--- config.mk ---
export PLATFORM = sky130hd
export DESIGN_NAME = twc_host
export DESIGN_NICKNAME = d
export VERILOG_FILES = /design/src/hdl/twc_pkg.sv /design/src/hdl/twc_tick.sv /design/src/hdl/twc_host.sv
export SDC_FILE = /design/constraint.sdc
export NUM_CORES = 1
export LEC_CHECK = 0
export ABC_AREA = 1
export BUFFER_PORTS_ARGS = -buffer_cell sky130_fd_sc_hd__clkbuf_2
export CORE_ASPECT_RATIO = 1.2
export CORE_UTILIZATION = 54
export CTS_CLUSTER_SIZE = 40
export DETAILED_ROUTE_END_ITERATION = 6
export PLACE_DENSITY = 0.78
export SLEW_MARGIN = 20
export SYNTH_ARGS = -nofsm -noshare
export SYNTH_HDL_FRONTEND = slang
export SYNTH_HIERARCHICAL = 1
export SYNTH_SLANG_ARGS = --single-unit
--- constraint.sdc ---
create_clock -name ref_clk_i -period 2.25 [get_ports ref_clk_i]
set_clock_uncertainty 0.2 [all_clocks]
set_input_delay 0.3375 -clock ref_clk_i [delete_from_list [all_inputs] [get_ports ref_clk_i]]
set_output_delay 0.3375 -clock ref_clk_i [all_outputs]
set_load 0.02 [all_outputs]
--- src/hdl/twc_pkg.sv ---
// Shared constants for the two-wire memory bus controller: register map,
// field positions, command codes, engine states and timing counts.
// Assumes a 20 MHz system clock and a 32-bit Avalon-MM slave port.
package twc_pkg;

	// Byte addresses of the controller's own registers.
	localparam logic [3:0] REG_STATUS = 4'h0;
	localparam logic [3:0] REG_CMD    = 4'h4;
	localparam logic [3:0] REG_CFG    = 4'h8;

	// Status register fields.
	localparam int unsigned STS_BUSY_BIT   = 0;
	localparam int unsigned STS_NACK_BIT   = 1;
	localparam int unsigned STS_ACTIVE_BIT = 2;
	localparam int unsigned STS_RX_LSB     = 8;

	// Command register fields.
	localparam int unsigned CMD_DATA_LSB = 0;
	localparam int unsigned CMD_OP_LSB   = 8;
	localparam int unsigned CMD_NACK_BIT = 11;
	localparam int unsigned CMD_RW_BIT   = 12;

	// Configuration register fields; everything resets to zero.
	localparam int unsigned CFG_STRAP_LSB = 0;
	localparam int unsigned CFG_WP_BIT    = 3;

	// Fixed upper nibble of every device address word.
	localparam logic [3:0] DEV_FAMILY = 4'ha;

	// Index of the last bit of a transferred word, the acknowledge slot; a word is nine bits.
	localparam logic [3:0] LAST_BIT = 4'h8;

	// Timing: system clock period and the serial clock period we generate.
	localparam int unsigned CLK_PERIOD_NS = 50;
	localparam int unsigned SCL_PERIOD_NS = 10000;
	localparam int unsigned QUARTER_CYC   = SCL_PERIOD_NS / (4 * CLK_PERIOD_NS);
	localparam int unsigned DIV_W         = 8;

	// Commands that software writes into the command register.
	typedef enum logic [2:0] {
		OP_NONE    = 3'h0,
		OP_START   = 3'h1,
		OP_STOP    = 3'h2,
		OP_WRITE   = 3'h3,
		OP_READ    = 3'h4,
		OP_ADDR    = 3'h5,
		OP_RECOVER = 3'h6
	} twc_op_e;

	// Bus engine states; every code is used.
	typedef enum logic [1:0] {
		ST_IDLE  = 2'b00,
		ST_START = 2'b01,
		ST_BIT   = 2'b10,
		ST_STOP  = 2'b11
	} twc_state_e;

endpackage : twc_pkg

--- src/hdl/twc_tick.sv ---
// Quarter-bit enable generator for the two-wire bus controller.
// Assumes one system clock; the enable is a one-cycle pulse every DIV cycles.
module twc_tick
	import twc_pkg::*;
#(
	parameter int unsigned DIV = QUARTER_CYC
) (
	input  wire logic ref_clk_i,
	input  wire logic rst_i,
	output logic      tick_o
);

	typedef struct packed {
		logic [DIV_W-1:0] cnt;
		logic             tick;
	} twc_tick_s;

	twc_tick_s r_reg;
	twc_tick_s r_next;

	// Free-running divider; phases need no alignment to software requests.
	always_comb begin
		r_next      = r_reg;
		r_next.tick = 1'b0;
		if (r_reg.cnt == DIV_W'(DIV - 1)) begin
			r_next.cnt  = '0;
			r_next.tick = 1'b1;
		end else begin
			r_next.cnt = r_reg.cnt + 1'b1;
		end
	end

	// State register with synchronous reset.
	always_ff @(posedge ref_clk_i) begin
		if (rst_i) begin
			r_reg <= '0;
		end else begin
			r_reg <= r_next;
		end
	end

	assign tick_o = r_reg.tick;

endmodule // twc_tick

--- src/hdl/twc_host.sv ---
// Two-wire bus controller that drives a serial byte memory through its
// clock, data and write-protect pins, steered by software over Avalon-MM.
// Assumes an external pull-up on the data wire and that the memory never
// stretches the clock; the data pin is open-drain (output, enable, input).
// What the memory's document requires (device-side rules are kept by the memory, not this block)
// Data changes only while clock low
// Start: data falls while clock high
// Stop: data rises while clock high
// Device acknowledges each byte in ninth clock
// Device idles after power-up and stop
// Recover: start, nine clocks, start, stop
// Device write time is a busy duration
// Address word begins with fixed family pattern
// Next three bits match the strap pins
// Last address bit: one reads, zero writes
// Mismatched address gets no acknowledge
// Write-protect high blocks all programming
// Write sends two address bytes, then data
// Device ignores bus while programming
// Page write: up to 128 data bytes
// Write address wraps within its page
// Poll with address until device acknowledges
// Device keeps address counter plus one
// Read address wraps at top of memory
// Current read: controller gives no acknowledge
// Random read: dummy write, repeated start
// Acknowledged reads continue; no acknowledge ends
// Sixteen-bit address, high byte first
// Write-protect low allows writes
// Protected writes still acknowledged, no busy
// Device samples on rise, changes after fall
//
// The register addresses and the Avalon-MM interface to the registers are this design's own decisions.
module twc_host
	import twc_pkg::*;
(
	input  wire logic        ref_clk_i,
	input  wire logic        rst_i,
	input  wire logic [3:0]  avs_address_i,
	input  wire logic        avs_read_i,
	input  wire logic        avs_write_i,
	input  wire logic [31:0] avs_writedata_i,
	output logic      [31:0] avs_readdata_o,
	output logic             avs_waitrequest_o,
	output logic             scl_o,
	output logic             sda_o,
	output logic             sda_oe_o,
	input  wire logic        sda_i,
	output logic             wp_o
);

	typedef struct packed {
		twc_state_e  state;
		logic [1:0]  phase;
		logic [3:0]  bitcnt;
		logic [8:0]  tx;
		logic [8:0]  rx;
		twc_op_e     op;
		logic        rec_on;
		logic [1:0]  rec_stage;
		logic        busy;
		logic        scl;
		logic        sda_oe;
		logic        sda_lo;
		logic [2:0]  sync;
		logic        sda_in;
		logic [2:0]  chip_select_strap;
		logic        wp;
		logic        av_wait;
		logic [31:0] rdata;
	} twc_host_s;

	localparam twc_host_s RST_VAL = '{
		state:   ST_IDLE,
		op:      OP_NONE,
		scl:     1'b1,
		sda_in:  1'b1,
		sync:    3'b111, // Idle wire level, so no false low follows reset.
		av_wait: 1'b1,
		default: '0
	};

	twc_host_s  r_reg;
	twc_host_s  r_next;
	logic       tick;
	logic [31:0] rd_word;
	twc_op_e    cmd_op;

	// Quarter-bit pacing; each bus phase lasts one tick.
	twc_tick #(
		.DIV (QUARTER_CYC)
	) u_tick (
		.ref_clk_i (ref_clk_i),
		.rst_i     (rst_i),
		.tick_o    (tick)
	);

	// Register read mux and command decode.
	always_comb begin
		rd_word = '0;
		unique case (avs_address_i)
			REG_STATUS: begin
				rd_word[STS_BUSY_BIT]        = r_reg.busy;
				rd_word[STS_NACK_BIT]        = r_reg.rx[0];
				rd_word[STS_ACTIVE_BIT]      = ~r_reg.scl;
				rd_word[STS_RX_LSB +: 8]     = r_reg.rx[8:1];
			end
			REG_CFG: begin
				rd_word[CFG_STRAP_LSB +: 3] = r_reg.chip_select_strap;
				rd_word[CFG_WP_BIT]         = r_reg.wp;
			end
			default: rd_word = '0;
		endcase
		cmd_op = twc_op_e'(avs_writedata_i[CMD_OP_LSB +: 3]);
	end

	// Next-state logic: bus slave, command loader and bit engine.
	always_comb begin
		r_next         = r_reg;
		r_next.av_wait = 1'b1;
		// Three-stage sampler; the stored level moves only when the last two agree.
		r_next.sync = {r_reg.sync[1:0], sda_i};
		if (r_reg.sync[1] == r_reg.sync[2]) begin
			r_next.sda_in = r_reg.sync[2];
		end

		// One wait state for every access; command writes stall while busy.
		if (avs_read_i && r_reg.av_wait) begin
			r_next.av_wait = 1'b0;
			r_next.rdata   = rd_word;
		end else if (avs_write_i && r_reg.av_wait) begin
			if (avs_address_i == REG_CFG) begin
				r_next.av_wait           = 1'b0;
				r_next.chip_select_strap = avs_writedata_i[CFG_STRAP_LSB +: 3];
				r_next.wp                = avs_writedata_i[CFG_WP_BIT];
			end else if (avs_address_i != REG_CMD) begin
				r_next.av_wait = 1'b0;
			end else if (!r_reg.busy) begin
				r_next.av_wait = 1'b0;
				r_next.phase   = 2'h0;
				r_next.bitcnt  = '0;
				r_next.op      = cmd_op;
				r_next.busy    = 1'b1;
				r_next.rec_on  = 1'b0;
				unique case (cmd_op)
					OP_START: r_next.state = ST_START;
					OP_RECOVER: begin
						r_next.state     = ST_START;
						r_next.rec_on    = 1'b1;
						r_next.rec_stage = 2'h0;
					end
					OP_STOP, OP_WRITE, OP_READ, OP_ADDR: begin
						// A free bus has clock high; any data move now would
						// fake a start or stop, so only a start may come first.
						if (r_reg.scl) begin
							r_next.busy = 1'b0;
						end else if (cmd_op == OP_STOP) begin
							r_next.state = ST_STOP;
						end else begin
							r_next.state = ST_BIT;
						end
					end
					default: r_next.busy = 1'b0;
				endcase
				unique case (cmd_op)
					OP_WRITE: r_next.tx = {avs_writedata_i[CMD_DATA_LSB +: 8], 1'b1};
					OP_READ: r_next.tx = {8'hff, avs_writedata_i[CMD_NACK_BIT]};
					OP_ADDR: begin
						r_next.tx = {DEV_FAMILY, r_reg.chip_select_strap,
							avs_writedata_i[CMD_RW_BIT], 1'b1};
					end
					default: r_next.tx = r_reg.tx;
				endcase
			end
		end

		// Bus engine advances one phase per tick.
		if (tick && r_reg.state != ST_IDLE) begin
			r_next.phase = r_reg.phase + 2'h1;
			unique case (r_reg.state)
				ST_START: begin
					unique case (r_reg.phase)
						2'h0: r_next.sda_oe = 1'b0;
						2'h1: r_next.scl = 1'b1;
						2'h2: r_next.sda_oe = 1'b1;
						2'h3: r_next.scl = 1'b0;
					endcase
				end
				ST_BIT: begin
					unique case (r_reg.phase)
						2'h0: r_next.sda_oe = ~r_reg.tx[8];
						2'h1: r_next.scl = 1'b1;
						// Sample mid-high: the memory changes data only after a fall.
						2'h2: r_next.rx = {r_reg.rx[7:0], r_reg.sda_in};
						2'h3: begin
							r_next.scl    = 1'b0;
							r_next.tx     = {r_reg.tx[7:0], 1'b1};
							r_next.bitcnt = r_reg.bitcnt + 4'h1;
						end
					endcase
				end
				ST_STOP: begin
					unique case (r_reg.phase)
						2'h0: r_next.sda_oe = 1'b1;
						2'h1: r_next.scl = 1'b1;
						2'h2: r_next.sda_oe = 1'b0;
						2'h3: r_next.scl = 1'b1;
					endcase
				end
				ST_IDLE: r_next.phase = r_reg.phase;
			endcase

			// End of a step: hand over to the next recovery stage or go idle.
			if (r_reg.phase == 2'h3 && (r_reg.state != ST_BIT || r_reg.bitcnt == LAST_BIT)) begin
				r_next.state = ST_IDLE;
				r_next.busy  = 1'b0;
				if (r_reg.rec_on) begin
					r_next.busy      = 1'b1;
					r_next.rec_stage = r_reg.rec_stage + 2'h1;
					r_next.bitcnt    = '0;
					unique case (r_reg.rec_stage)
						2'h0: begin
							r_next.state = ST_BIT;
							r_next.tx    = '1;
						end
						2'h1: r_next.state = ST_START;
						2'h2: r_next.state = ST_STOP;
						2'h3: begin
							r_next.rec_on = 1'b0;
							r_next.busy   = 1'b0;
						end
					endcase
				end
			end
		end
	end

	// Single state register; synchronous reset releases the bus.
	always_ff @(posedge ref_clk_i) begin
		if (rst_i) begin
			r_reg <= RST_VAL;
		end else begin
			r_reg <= r_next;
		end
	end

	// Outputs come straight from the state register.
	assign avs_readdata_o    = r_reg.rdata;
	assign avs_waitrequest_o = r_reg.av_wait;
	assign scl_o             = r_reg.scl;
	assign sda_o             = r_reg.sda_lo;
	assign sda_oe_o          = r_reg.sda_oe;
	assign wp_o              = r_reg.wp;
endmodule // twc_host

* After elaboration in Yosys (flattened, before gate mapping) *
Index checks and enable logic that the tools add are counted.

word-level totals
  output and inout port bits = 37
  register bits after elaboration = 62

cells by class
  bitwise operators = 3
  reduce and logical (&&, ||, !) cells = 21
  add/sub/neg operators = 4
  mux-type cells = 48
  eq/ne operators = 30

operators with widths
  kind                                                              number
  17-bit two-way mux                                                5
  13-bit two-way mux                                                3
  4-bit two-way mux                                                 7
  9-bit case mux with 3 select lines                                1
  26-bit two-way mux                                                1
  22-bit two-way mux                                                1
  9-bit two-way mux                                                 2
  1-bit two-way mux                                                 13
  2-bit == test (second input constant)                             6
  2-bit case mux with 3 select lines                                2
  3-bit == test (second input constant)                             3
  3-bit AND reduction                                               3
  8-bit by 1-bit adder with 8-bit output (second input constant)    1
  4-bit == test (second input constant)                             2
  8-bit by 6-bit == test with 1-bit output (second input constant)  1
  2-bit two-way mux                                                 4
  8-bit two-way mux                                                 1
  2-bit by 1-bit != test with 1-bit output (second input constant)  4
  2-bit != test (second input constant)                             4
  1-bit case mux with 2 select lines                                4
  2-bit by 1-bit == test with 1-bit output (second input constant)  3
  3-bit by 2-bit == test with 1-bit output (second input constant)  2
  2-bit zero test                                                   3
  6-bit two-way mux                                                 1
  20 further kinds                                                  29

* Logic depth before layout (Yosys ltp) *
Gate-level depths: netlist of run 1.

  depth in word-level cells = 15
  mapped depth = 10
  mapped depth without buffers = 10

* Hierarchy *
Netlist of run 1, hierarchy kept.

by module, submodules not included
  module    cells an instance  area each (µm²)  instances
  twc_host  412                2930.3           1
  twc_tick  62                 437.9            1

* Least setup slack after synthesis of run 1 *
No wires, ideal clock.

  path kind = register to register
  start point = reg r_reg[73] (netlist name)
  end point = reg r_reg[59] (netlist name)
  path slack = 577 ps
  setup time = 116 ps
  arrival = 1357 ps
  path buffers = 0
  cell stages (with the launch flop) = 8
  cells stage by stage = dfxtp_1 -> inv_1 -> ha_1 -> inv_1 -> nor3_4 -> clkinv_1 -> nor2_1 -> nor2_1

on the way
  cells in the longest elaborated chain, start to end = 2

ends and longest elaborated chain
  what                                  line             text
  start, declared                       twc_host.sv:83   twc_host_s r_reg;
  start signal, assigned                twc_host.sv:243  r_reg <= r_next;
  2-bit == test                         twc_host.sv:190  unique case (r_reg.phase)
  3-bit AND reduction (no source line)  --

Every way passes these cells.
A chain may end at the register's enable or synchronous reset.

* Worst setup path in the final report of run 1 *
  start point = reg r_reg[73] (netlist name)
  end point = reg r_reg[64] (netlist name)

on the way
  cells in the longest elaborated chain, start to end = 7
  elaborated cells on any way between the ends = 8
  classes of those cells = eq/ne (1); mux (6); reduce/logical (1)

ends and longest elaborated chain
  what                  line                              text
  2-bit == test *       twc_host.sv:190, twc_host.sv:214
  13-bit two-way mux    twc_host.sv:190
  22-bit two-way mux    twc_host.sv:180                   unique case (r_reg.state)
  9-bit two-way mux     twc_host.sv:221                   unique case (r_reg.rec_stage)
  13-bit two-way mux    twc_host.sv:217                   if (r_reg.rec_on) begin
  13-bit two-way mux *  twc_host.sv:214                   if (r_reg.phase == 2'h3 && (r_reg.state != ST_BIT || r_reg.bitcnt == LAST_BIT)) begin
  26-bit two-way mux *  twc_host.sv:178                   if (tick && r_reg.state != ST_IDLE) begin

Mark *: on every way between the ends. The rest lies on a longest branch, timed or not.

==> impl_summary.txt, run 1 <==
----------------------------------------------------
[Setup path]
  Max Fanout on Critical Path ... 7
  Critical path type ... reg2reg
  Kind of start point of the critical path ... flop
  Internal reg-to-reg setup slack ... 0.39 ns
  Critical path required time ... 2.29 ns
  Arrival time of data at the critical path endpoint ... 1.90 ns
  Sort of element at the end of the critical path ... flop

[Power and ir drop]
  IR drop worst, VDD ... ~390 uV
  Internal Power ... approximately 1.7 mW
  Power per standard cell area ... 636.5 nW/um^2
  Post-route total power ... 2.350 mW
  Leakage Power ... 1.733 nW
  Clock Power Share ... 0.428
  Sw Ratio ... 0.2633
  Seq pwr share ... 0.483
  Combinational group share of total power ... 0.089
  Switching power of the nets ... 0.6187 mW

[Finish]
  Core utilization of the finished layout ... 0.6142
  Antenna fix cells ... 0
  Storage cell area ... around 1200 um^2
  Net count, final ... 558
  Max reg flops ... 35
  Share of post-route cells with drive strength above 1 ... 0.1722
  Area growth syn-to-layout ... 9.621%
  Fill cells ... 554
  Footprint of the multi-input gates ... 1679 um^2

[Synthesis]
  Leading area contributor after synthesis ... dfxtp_1
  Mean post-synth cell area ... 7.106 um^2
  Register area share after synthesis ... 0.3685
  Yosys top cell area share ... 0.3685
  Simple-gate area share of the yosys netlist ... 0.2649
  Mux cell area share after synthesis ... 0.002972
  Total of warnings raised by yosys ... 6
  Fraction of the mapped netlist area in compound gates ... 0.1586
  Number of synthesized register bits ... 62
  Post-synthesis xor/xnor area fraction ... 0.007801
  Largest cells by area after synthesis ... dfxtp_1, nand2_1, buf_4
  Syn Inst Count ... ~470
  Dominant combinational cell family by area after synthesis ... simple AND/OR/NAND/NOR gates
  Number of distinct standard cells referenced by the synthesized netlist ... 37
  Share of synthesized cell area in full adder, half adder and majority cells ... 0.04086
  Cell Area, Synth ... 3368 um^2

[Placement]
  Buffers added on ports ... 37
  Final estimated routing congestion in global placement ... 0.8773
  Final HPWL DP ... 4755 um

[Global routing]
  Global-route wire length before repair ... 10,910 um
  Total routing resource utilization after global routing ... 0.2166
  Vias in the first global route ... roughly 2,700
  Largest net degree at the start of global routing ... 37
  Total grt overflow ... 0
  Initial antenna violation count ... 0

[STA]
  Period Utilization, post-route ... 0.8265
  Number of failing hold endpoints at the final stage ... 0
  Setup repair after global routing missed its margin ... no
  Highest clock rate ... 0.5377 GHz
  Total Negative Setup Slacks ... 0 ns
  Final setup fails ... 0
  Final critical-path required period ... between 1.5 and 2 ns
  Final Max Slew Viols ... 0

[Detailed routing]
  Overall via count from detail_route ... 2,971
  First-iteration detailed-routing DRC count ... 127
  Vias per cell ... 5.010
  Initial DRT Pass Iterations ... 4
  Detail Route Antenna Nets ... 0
  DRC violation count after routing ... 0
  Total Wirelength ... 6469 um
  Drt wl/cell ... between 10 and 15 um

[Status]
  Result of the run ... finished, final reports clean

[Clock network]
  Largest buffer count on any clock path ... 2
  Root Buffer ... clkbuf_8
  CTS H-tree depth ... 3
  Reg clk slew, reported paths ... 0.07 ns
  Number of buffers inserted during clock tree synthesis ... 9
  Clock latency at the later pin of the worst-skew pair ... 0.34 ns
  TritonCTS clock tree ... yes
  Resize count post-CTS ... 0
  Clk sink count ... 62

[Floorplanning]
  Width of the chip ... about 74 um
  Area of the core ... 6012 um^2
  Number of top-level pins ... 78
  Starting density of the core ... 0.5602
  Die Area ... roughly 6600 um^2
  Die height ... 88.52 um
  Rows ... 31

[Run]
  Count of max-cap constraint violations ... 0

[Min path]
  Path type of the worst min-delay path ... in2reg

----------------------------------------------------
==> layout by cell type, fill, tap and decap left out, types with 3 or more instances in the layout <==
cell type	n
nand2_1	86
dfxtp_1	62
nor2_1	61
inv_1	55
o21ai_0	47
clkbuf_2	37
nand3_1	28
a21oi_1	27
conb_1	21
ha_1	11
clkbuf_8	10
inv_2	6
o221ai_1	6
nor2_2	4
nand2_2	4
buf_4	4
nor2_4	3
o211ai_1	3
nand4_1	3
or2_2	3
a21oi_2	3
clkinvlp_4	3
==> per-stage QoR <==
step | instances | area (um^2) | setup slack (ns) | hold slack [ns]
final | 593 | 3692 | 0.3904 | 0.04816
after global routing | 593 | 3692 | 0.2171 | 0.03866
after CTS | 593 | 3692 | 0.3777 | 0.02736
after detailed placement | 576 | 3475 | 0.3863 | 0.1970
after floorplan | 494 | 3443 | 0.5772 | 0.1895
after global placement | 576 | 3475 | 0.3997 | 0.1956
==> cell usage after synthesis <==
| master | n |
|---|---|
| nand2_1 | 86 |
| dfxtp_1 | 62 |
| nor2_1 | 61 |
| inv_1 | 55 |
| o21ai_0 | 47 |
| buf_4 | 33 |
| nand3_1 | 28 |
| a21oi_1 | 27 |
| ha_1 | 11 |
| inv_2 | 6 |
| o221ai_1 | 6 |
| clkbuf_1 | 5 |
| nand2_2 | 4 |
| nor2_2 | 4 |
| a21oi_2 | 3 |
| nand4_1 | 3 |
| nor2_4 | 3 |
| o211ai_1 | 3 |
| or2_2 | 3 |
| a31oi_1 | 2 |
| clkinv_1 | 2 |
| nand2_4 | 2 |
| nand3_2 | 2 |
| o21ai_1 | 2 |
| xor2_1 | 2 |
| a211oi_1 | 1 |
| a21oi_4 | 1 |
| buf_1 | 1 |
| buf_2 | 1 |
| buf_6 | 1 |
| conb_1 | 1 |
| mux2i_1 | 1 |
| nor2_8 | 1 |
| nor3_4 | 1 |
| o21ai_2 | 1 |
| o31ai_1 | 1 |
| xnor2_1 | 1 |
==> layer usage <==
layer  wire length, um  global-route usage  vias up
li1                  -                   -     1539
met1              2933              0.2481     1355
met2              3195              0.3636       69
met3               264             0.05923        8
met4                76              0.1171        0
met5                 0                   0        -
==> power groups by stage <==
stage / clock (mW) / sequential, mW / combinational [mW]
5_1_grt: 1.08 / 1.14 / 0.234
4_1_cts: 1.03 / 1.14 / 0.209
3_5_place_dp: 0 / 1.16 / 0.207
2_1_floorplan: 0 / 1.16 / 0.192
3_3_place_gp: 0 / 1.16 / 0.203
6_report: 1.01 / 1.14 / 0.209
==> kinds of logic after synthesis <==
family          count (synthesis)
compound gates                 94
mux                             1
xor+xnor                        3
other cells                     1
buf+inv                       104
simple gates                  198
fa+ha+maj                      11
flops                          62
==> worst paths after layout <==
kind,start,endpoint,cells past startpoint
min,avs_writedata_i[2],r_reg[36],3
min reg2reg,r_next[39],r_next[40],1
max reg2reg,r_reg[73],r_reg[64],10
max,r_reg[73],r_reg[64],10
==> area by class of cell <==
class,instances,share of cell area
Timing Repair Buffer,42,0.06100
Multi-Input combinational cell,328,0.4548
Clock buffer,10,0.03728
Sequential cell,62,0.3362
Inverter,63,0.06405
Clock inverter,6,0.01898
Tap cell,82,0.02779
==> worst max-delay path: stages (launching register included) <==
cell and delay [ns]:
dfxtp_1 0.40, ha_1 0.25, inv_1 0.09, nor2_4 0.14
inv_2 0.09, nor2_2 0.10, nand2_1 0.16, o21ai_0 0.18
inv_1 0.05, nand2_1 0.06, inv_1 0.03
==> timing repair <==
item / 4_1_cts / 5_1_grt
hold endpoints to repair: 1 / 0
hold buffers: 1 / 0
setup buffers: 0 / 0
(Power assumes the default switching activity.)
==> inputs of run 2 (changes only) <==
==> constraint.sdc (replaced) <==
create_clock -name ref_clk_i -period 1.91 [get_ports ref_clk_i]
set_clock_uncertainty 0.2 [all_clocks]
set_input_delay 0.2865 -clock ref_clk_i [delete_from_list [all_inputs] [get_ports ref_clk_i]]
set_output_delay 0.2865 -clock ref_clk_i [all_outputs]
set_load 0.02 [all_outputs]
==> impl_summary.txt, run 2 (same netlist as run 1, synthesis figures left out) <==
----------------------------------------------------
[Global routing]
  Global-route wire length before repair ... 11,340 um (+4.0%)
  Initial antenna violation count ... 0 (unchanged)
  Largest net degree at the start of global routing ... 37 (unchanged)
  Total grt overflow ... 0 (unchanged)
  Vias in the first global route ... 2,698 (+1.6%)
  Total routing resource utilization after global routing ... 0.2234 (+0.006825)

[Power and ir drop]
  Post-route total power ... 2.918 mW (+24%)
  Sw Ratio ... 0.2524 (-0.01082)
  Seq pwr share ... 0.458 (-0.025)
  Clock Power Share ... 0.455 (+0.027)
  Switching power of the nets ... 0.7365 mW (+19%)
  IR drop worst, VDD ... 459.7 uV (+17%)
  Leakage Power ... 1.783 nW (+2.9%)
  Power per standard cell area ... 771.6 nW/um^2 (+21%)
  Internal Power ... 2.181 mW (+26%)
  Combinational group share of total power ... 0.087 (-0.002)

[Setup path]
  Arrival time of data at the critical path endpoint ... 1.77 ns (-0.13 ns)
  Critical path required time ... 1.94 ns (-0.35 ns)
  Max Fanout on Critical Path ... 6 (-1)
  Internal reg-to-reg setup slack ... 0.17 ns (-0.22 ns)
  FF-to-FF End ... r_reg[66]
  Critical path type ... reg2reg
  CP startpoint ... r_reg[69]
  Kind of start point of the critical path ... flop
  Startpoint of the worst register-to-register path ... r_reg[69]
  Worst Reg-to-Reg Cells ... 10 (unchanged)
  Sort of element at the end of the critical path ... flop

[Min path]
  Path type of the worst min-delay path ... in2reg
  Worst hold path cell count ... 3 (unchanged)
  Hold worst-path end ... avs_readdata_o[3]
  Launch instance of the worst min-delay path ... avs_address_i[3]

[Floorplanning]
  Die Area ... 6559 um^2 (unchanged)
  Width of the chip ... 74.10 um (unchanged)
  Rows ... 31 (unchanged)
  Die height ... 88.52 um (unchanged)
  Number of top-level pins ... 78 (unchanged)
  Starting density of the core ... 0.5602 (unchanged)
  Area of the core ... 6012 um^2 (unchanged)

[Placement]
  Post-detailed-placement cell area ... 3497 um^2 (+0.65%)
  Final HPWL DP ... 4736 um (-0.39%)
  Setup slack at placement ... 0.1332 ns (-0.2531 ns)
  Final estimated routing congestion in global placement ... 0.8895 (+1.4%)
  Buffers added on ports ... 37 (unchanged)
  Cells after DPL ... 579 (+0.52%)

[Detailed routing]
  First-iteration detailed-routing DRC count ... 149 (+17%)
  DRC violation count after routing ... 0 (unchanged)
  Drt wl/cell ... 10.85 um (-0.52%)
  Total Wirelength ... 6511 um (+0.65%)
  Overall via count from detail_route ... 2,950 (-0.71%)
  Detail Route Antenna Nets ... 0 (unchanged)
  Vias per cell ... 4.917 (-1.9%)
  Initial DRT Pass Iterations ... 5 (+1)

[Clock network]
  Clk sink count ... 62 (unchanged)
  CTS H-tree depth ... 3 (unchanged)
  Clock latency at the later pin of the worst-skew pair ... 0.34 ns (about the same)
  TritonCTS clock tree ... yes
  Reg clk slew, reported paths ... 0.07 ns (about the same)
  Root Buffer ... clkbuf_8
  Largest buffer count on any clock path ... 2 (unchanged)
  Number of buffers inserted during clock tree synthesis ... 9 (unchanged)

[STA]
  Period Utilization, post-route ... 0.9128 (+0.08629)
  Total Negative Setup Slacks ... 0 ns (unchanged)
  Number of failing hold endpoints at the final stage ... 0 (unchanged)
  Final worst slack ... 0.1666 ns (-0.2238 ns)
  Final Max Slew Viols ... 0 (unchanged)
  Final critical-path required period ... 1.743 ns (-0.1162 ns)
  Highest clock rate ... 0.5736 GHz (+6.7%)
  Final setup fails ... 0 (unchanged)

[Finish]
  Net count, final ... 565 (+1.3%)
  Area growth syn-to-layout ... 12.26%
  Commonest non-fill, non-tap cell in the layout ... nand2_1
  Most frequent cells in the layout ... nand2_1, dfxtp_1, nor2_1, inv_1, o21ai_0
  Antenna fix cells ... 0 (unchanged)
  Fill cells ... 549 (-0.90%)
  Final instance area ... 3781 um^2 (+2.4%)
  Share of post-route cells with drive strength above 1 ... 0.1776 (+0.005395)
  Count of non-filler cells in the finished layout ... 600 (+1.2%)
  Max reg flops ... 35 (unchanged)

[Status]
  Result of the run ... finished, final reports clean

[Run]
  Count of max-cap constraint violations ... 0 (unchanged)

----------------------------------------------------
==> run 2: routing by layer <==
layer,share of wire,global-route usage,vias to the layer above
met5,0,0,-
met4,0.020,0.1031,0
met3,0.048,0.05239,15
met2,0.48,0.3884,74
met1,0.45,0.2571,1313
li1,-,-,1548
==> run 2: power groups by stage <==
stage / clock, mW / sequential, mW / combinational [mW]
2_1_floorplan: 0 / 1.37 / 0.227
3_3_place_gp: 0 / 1.37 / 0.241
3_5_place_dp: 0 / 1.37 / 0.245
4_1_cts: 1.35 / 1.34 / 0.254
5_1_grt: 1.40 / 1.34 / 0.285
6_report: 1.33 / 1.34 / 0.254
==> run 2: layout make-up <==
class | instances | area [um^2] | share of cell area
Sequential cell | 62 | 1241 | 0.3283
Clock inverter | 6 | 93.84 | 0.02482
Timing Repair Buffer | 49 | 287.8 | 0.07611
Tap cell | 82 | 102.6 | 0.02713
Clock buffer | 10 | 137.6 | 0.03640
Multi-Input combinational cell | 328 | 1682 | 0.4447
Inverter | 63 | 236.5 | 0.06254
==> run 2: worst max path at each step <==
stage           endpoint  slack (ns)  cells after the start
2_1_floorplan  r_reg[59]        0.24                      7
3_3_place_gp   r_reg[63]        0.17                     10
3_5_place_dp   r_reg[62]        0.13                     10
4_1_cts        r_reg[62]        0.13                     10
5_1_grt        r_reg[64]       -0.01                     10
6_report       r_reg[66]        0.17                     10
==> run 2: timing repair <==
action                                 4_1_cts  5_1_grt
buffers inserted                             0        0
setup endpoints to repair                    0        3
resized for setup                            0        3
endpoints found under the hold margin        5        0
hold buffers                                 5        0
==> run 2: worst max-delay path, cell delays in order, from the launching register on <==
cell and delay [ns]:
dfxtp_1 0.39, inv_1 0.08, ha_1 0.19, nand3_1 0.08, nand2_1 0.06, nand4_1 0.12
nand2_1 0.07, nand2_1 0.20, inv_2 0.09, nor2_1 0.11, nor2_1 0.04
==> run 2: metrics by stage <==
step                  util  hold WS [ns]
global placement    0.5817        0.1969
CTS                 0.6285       0.05294
finish              0.6289       0.07336
floorplan                -        0.1589
detailed placement  0.5817        0.1967
global route        0.6289       0.06985
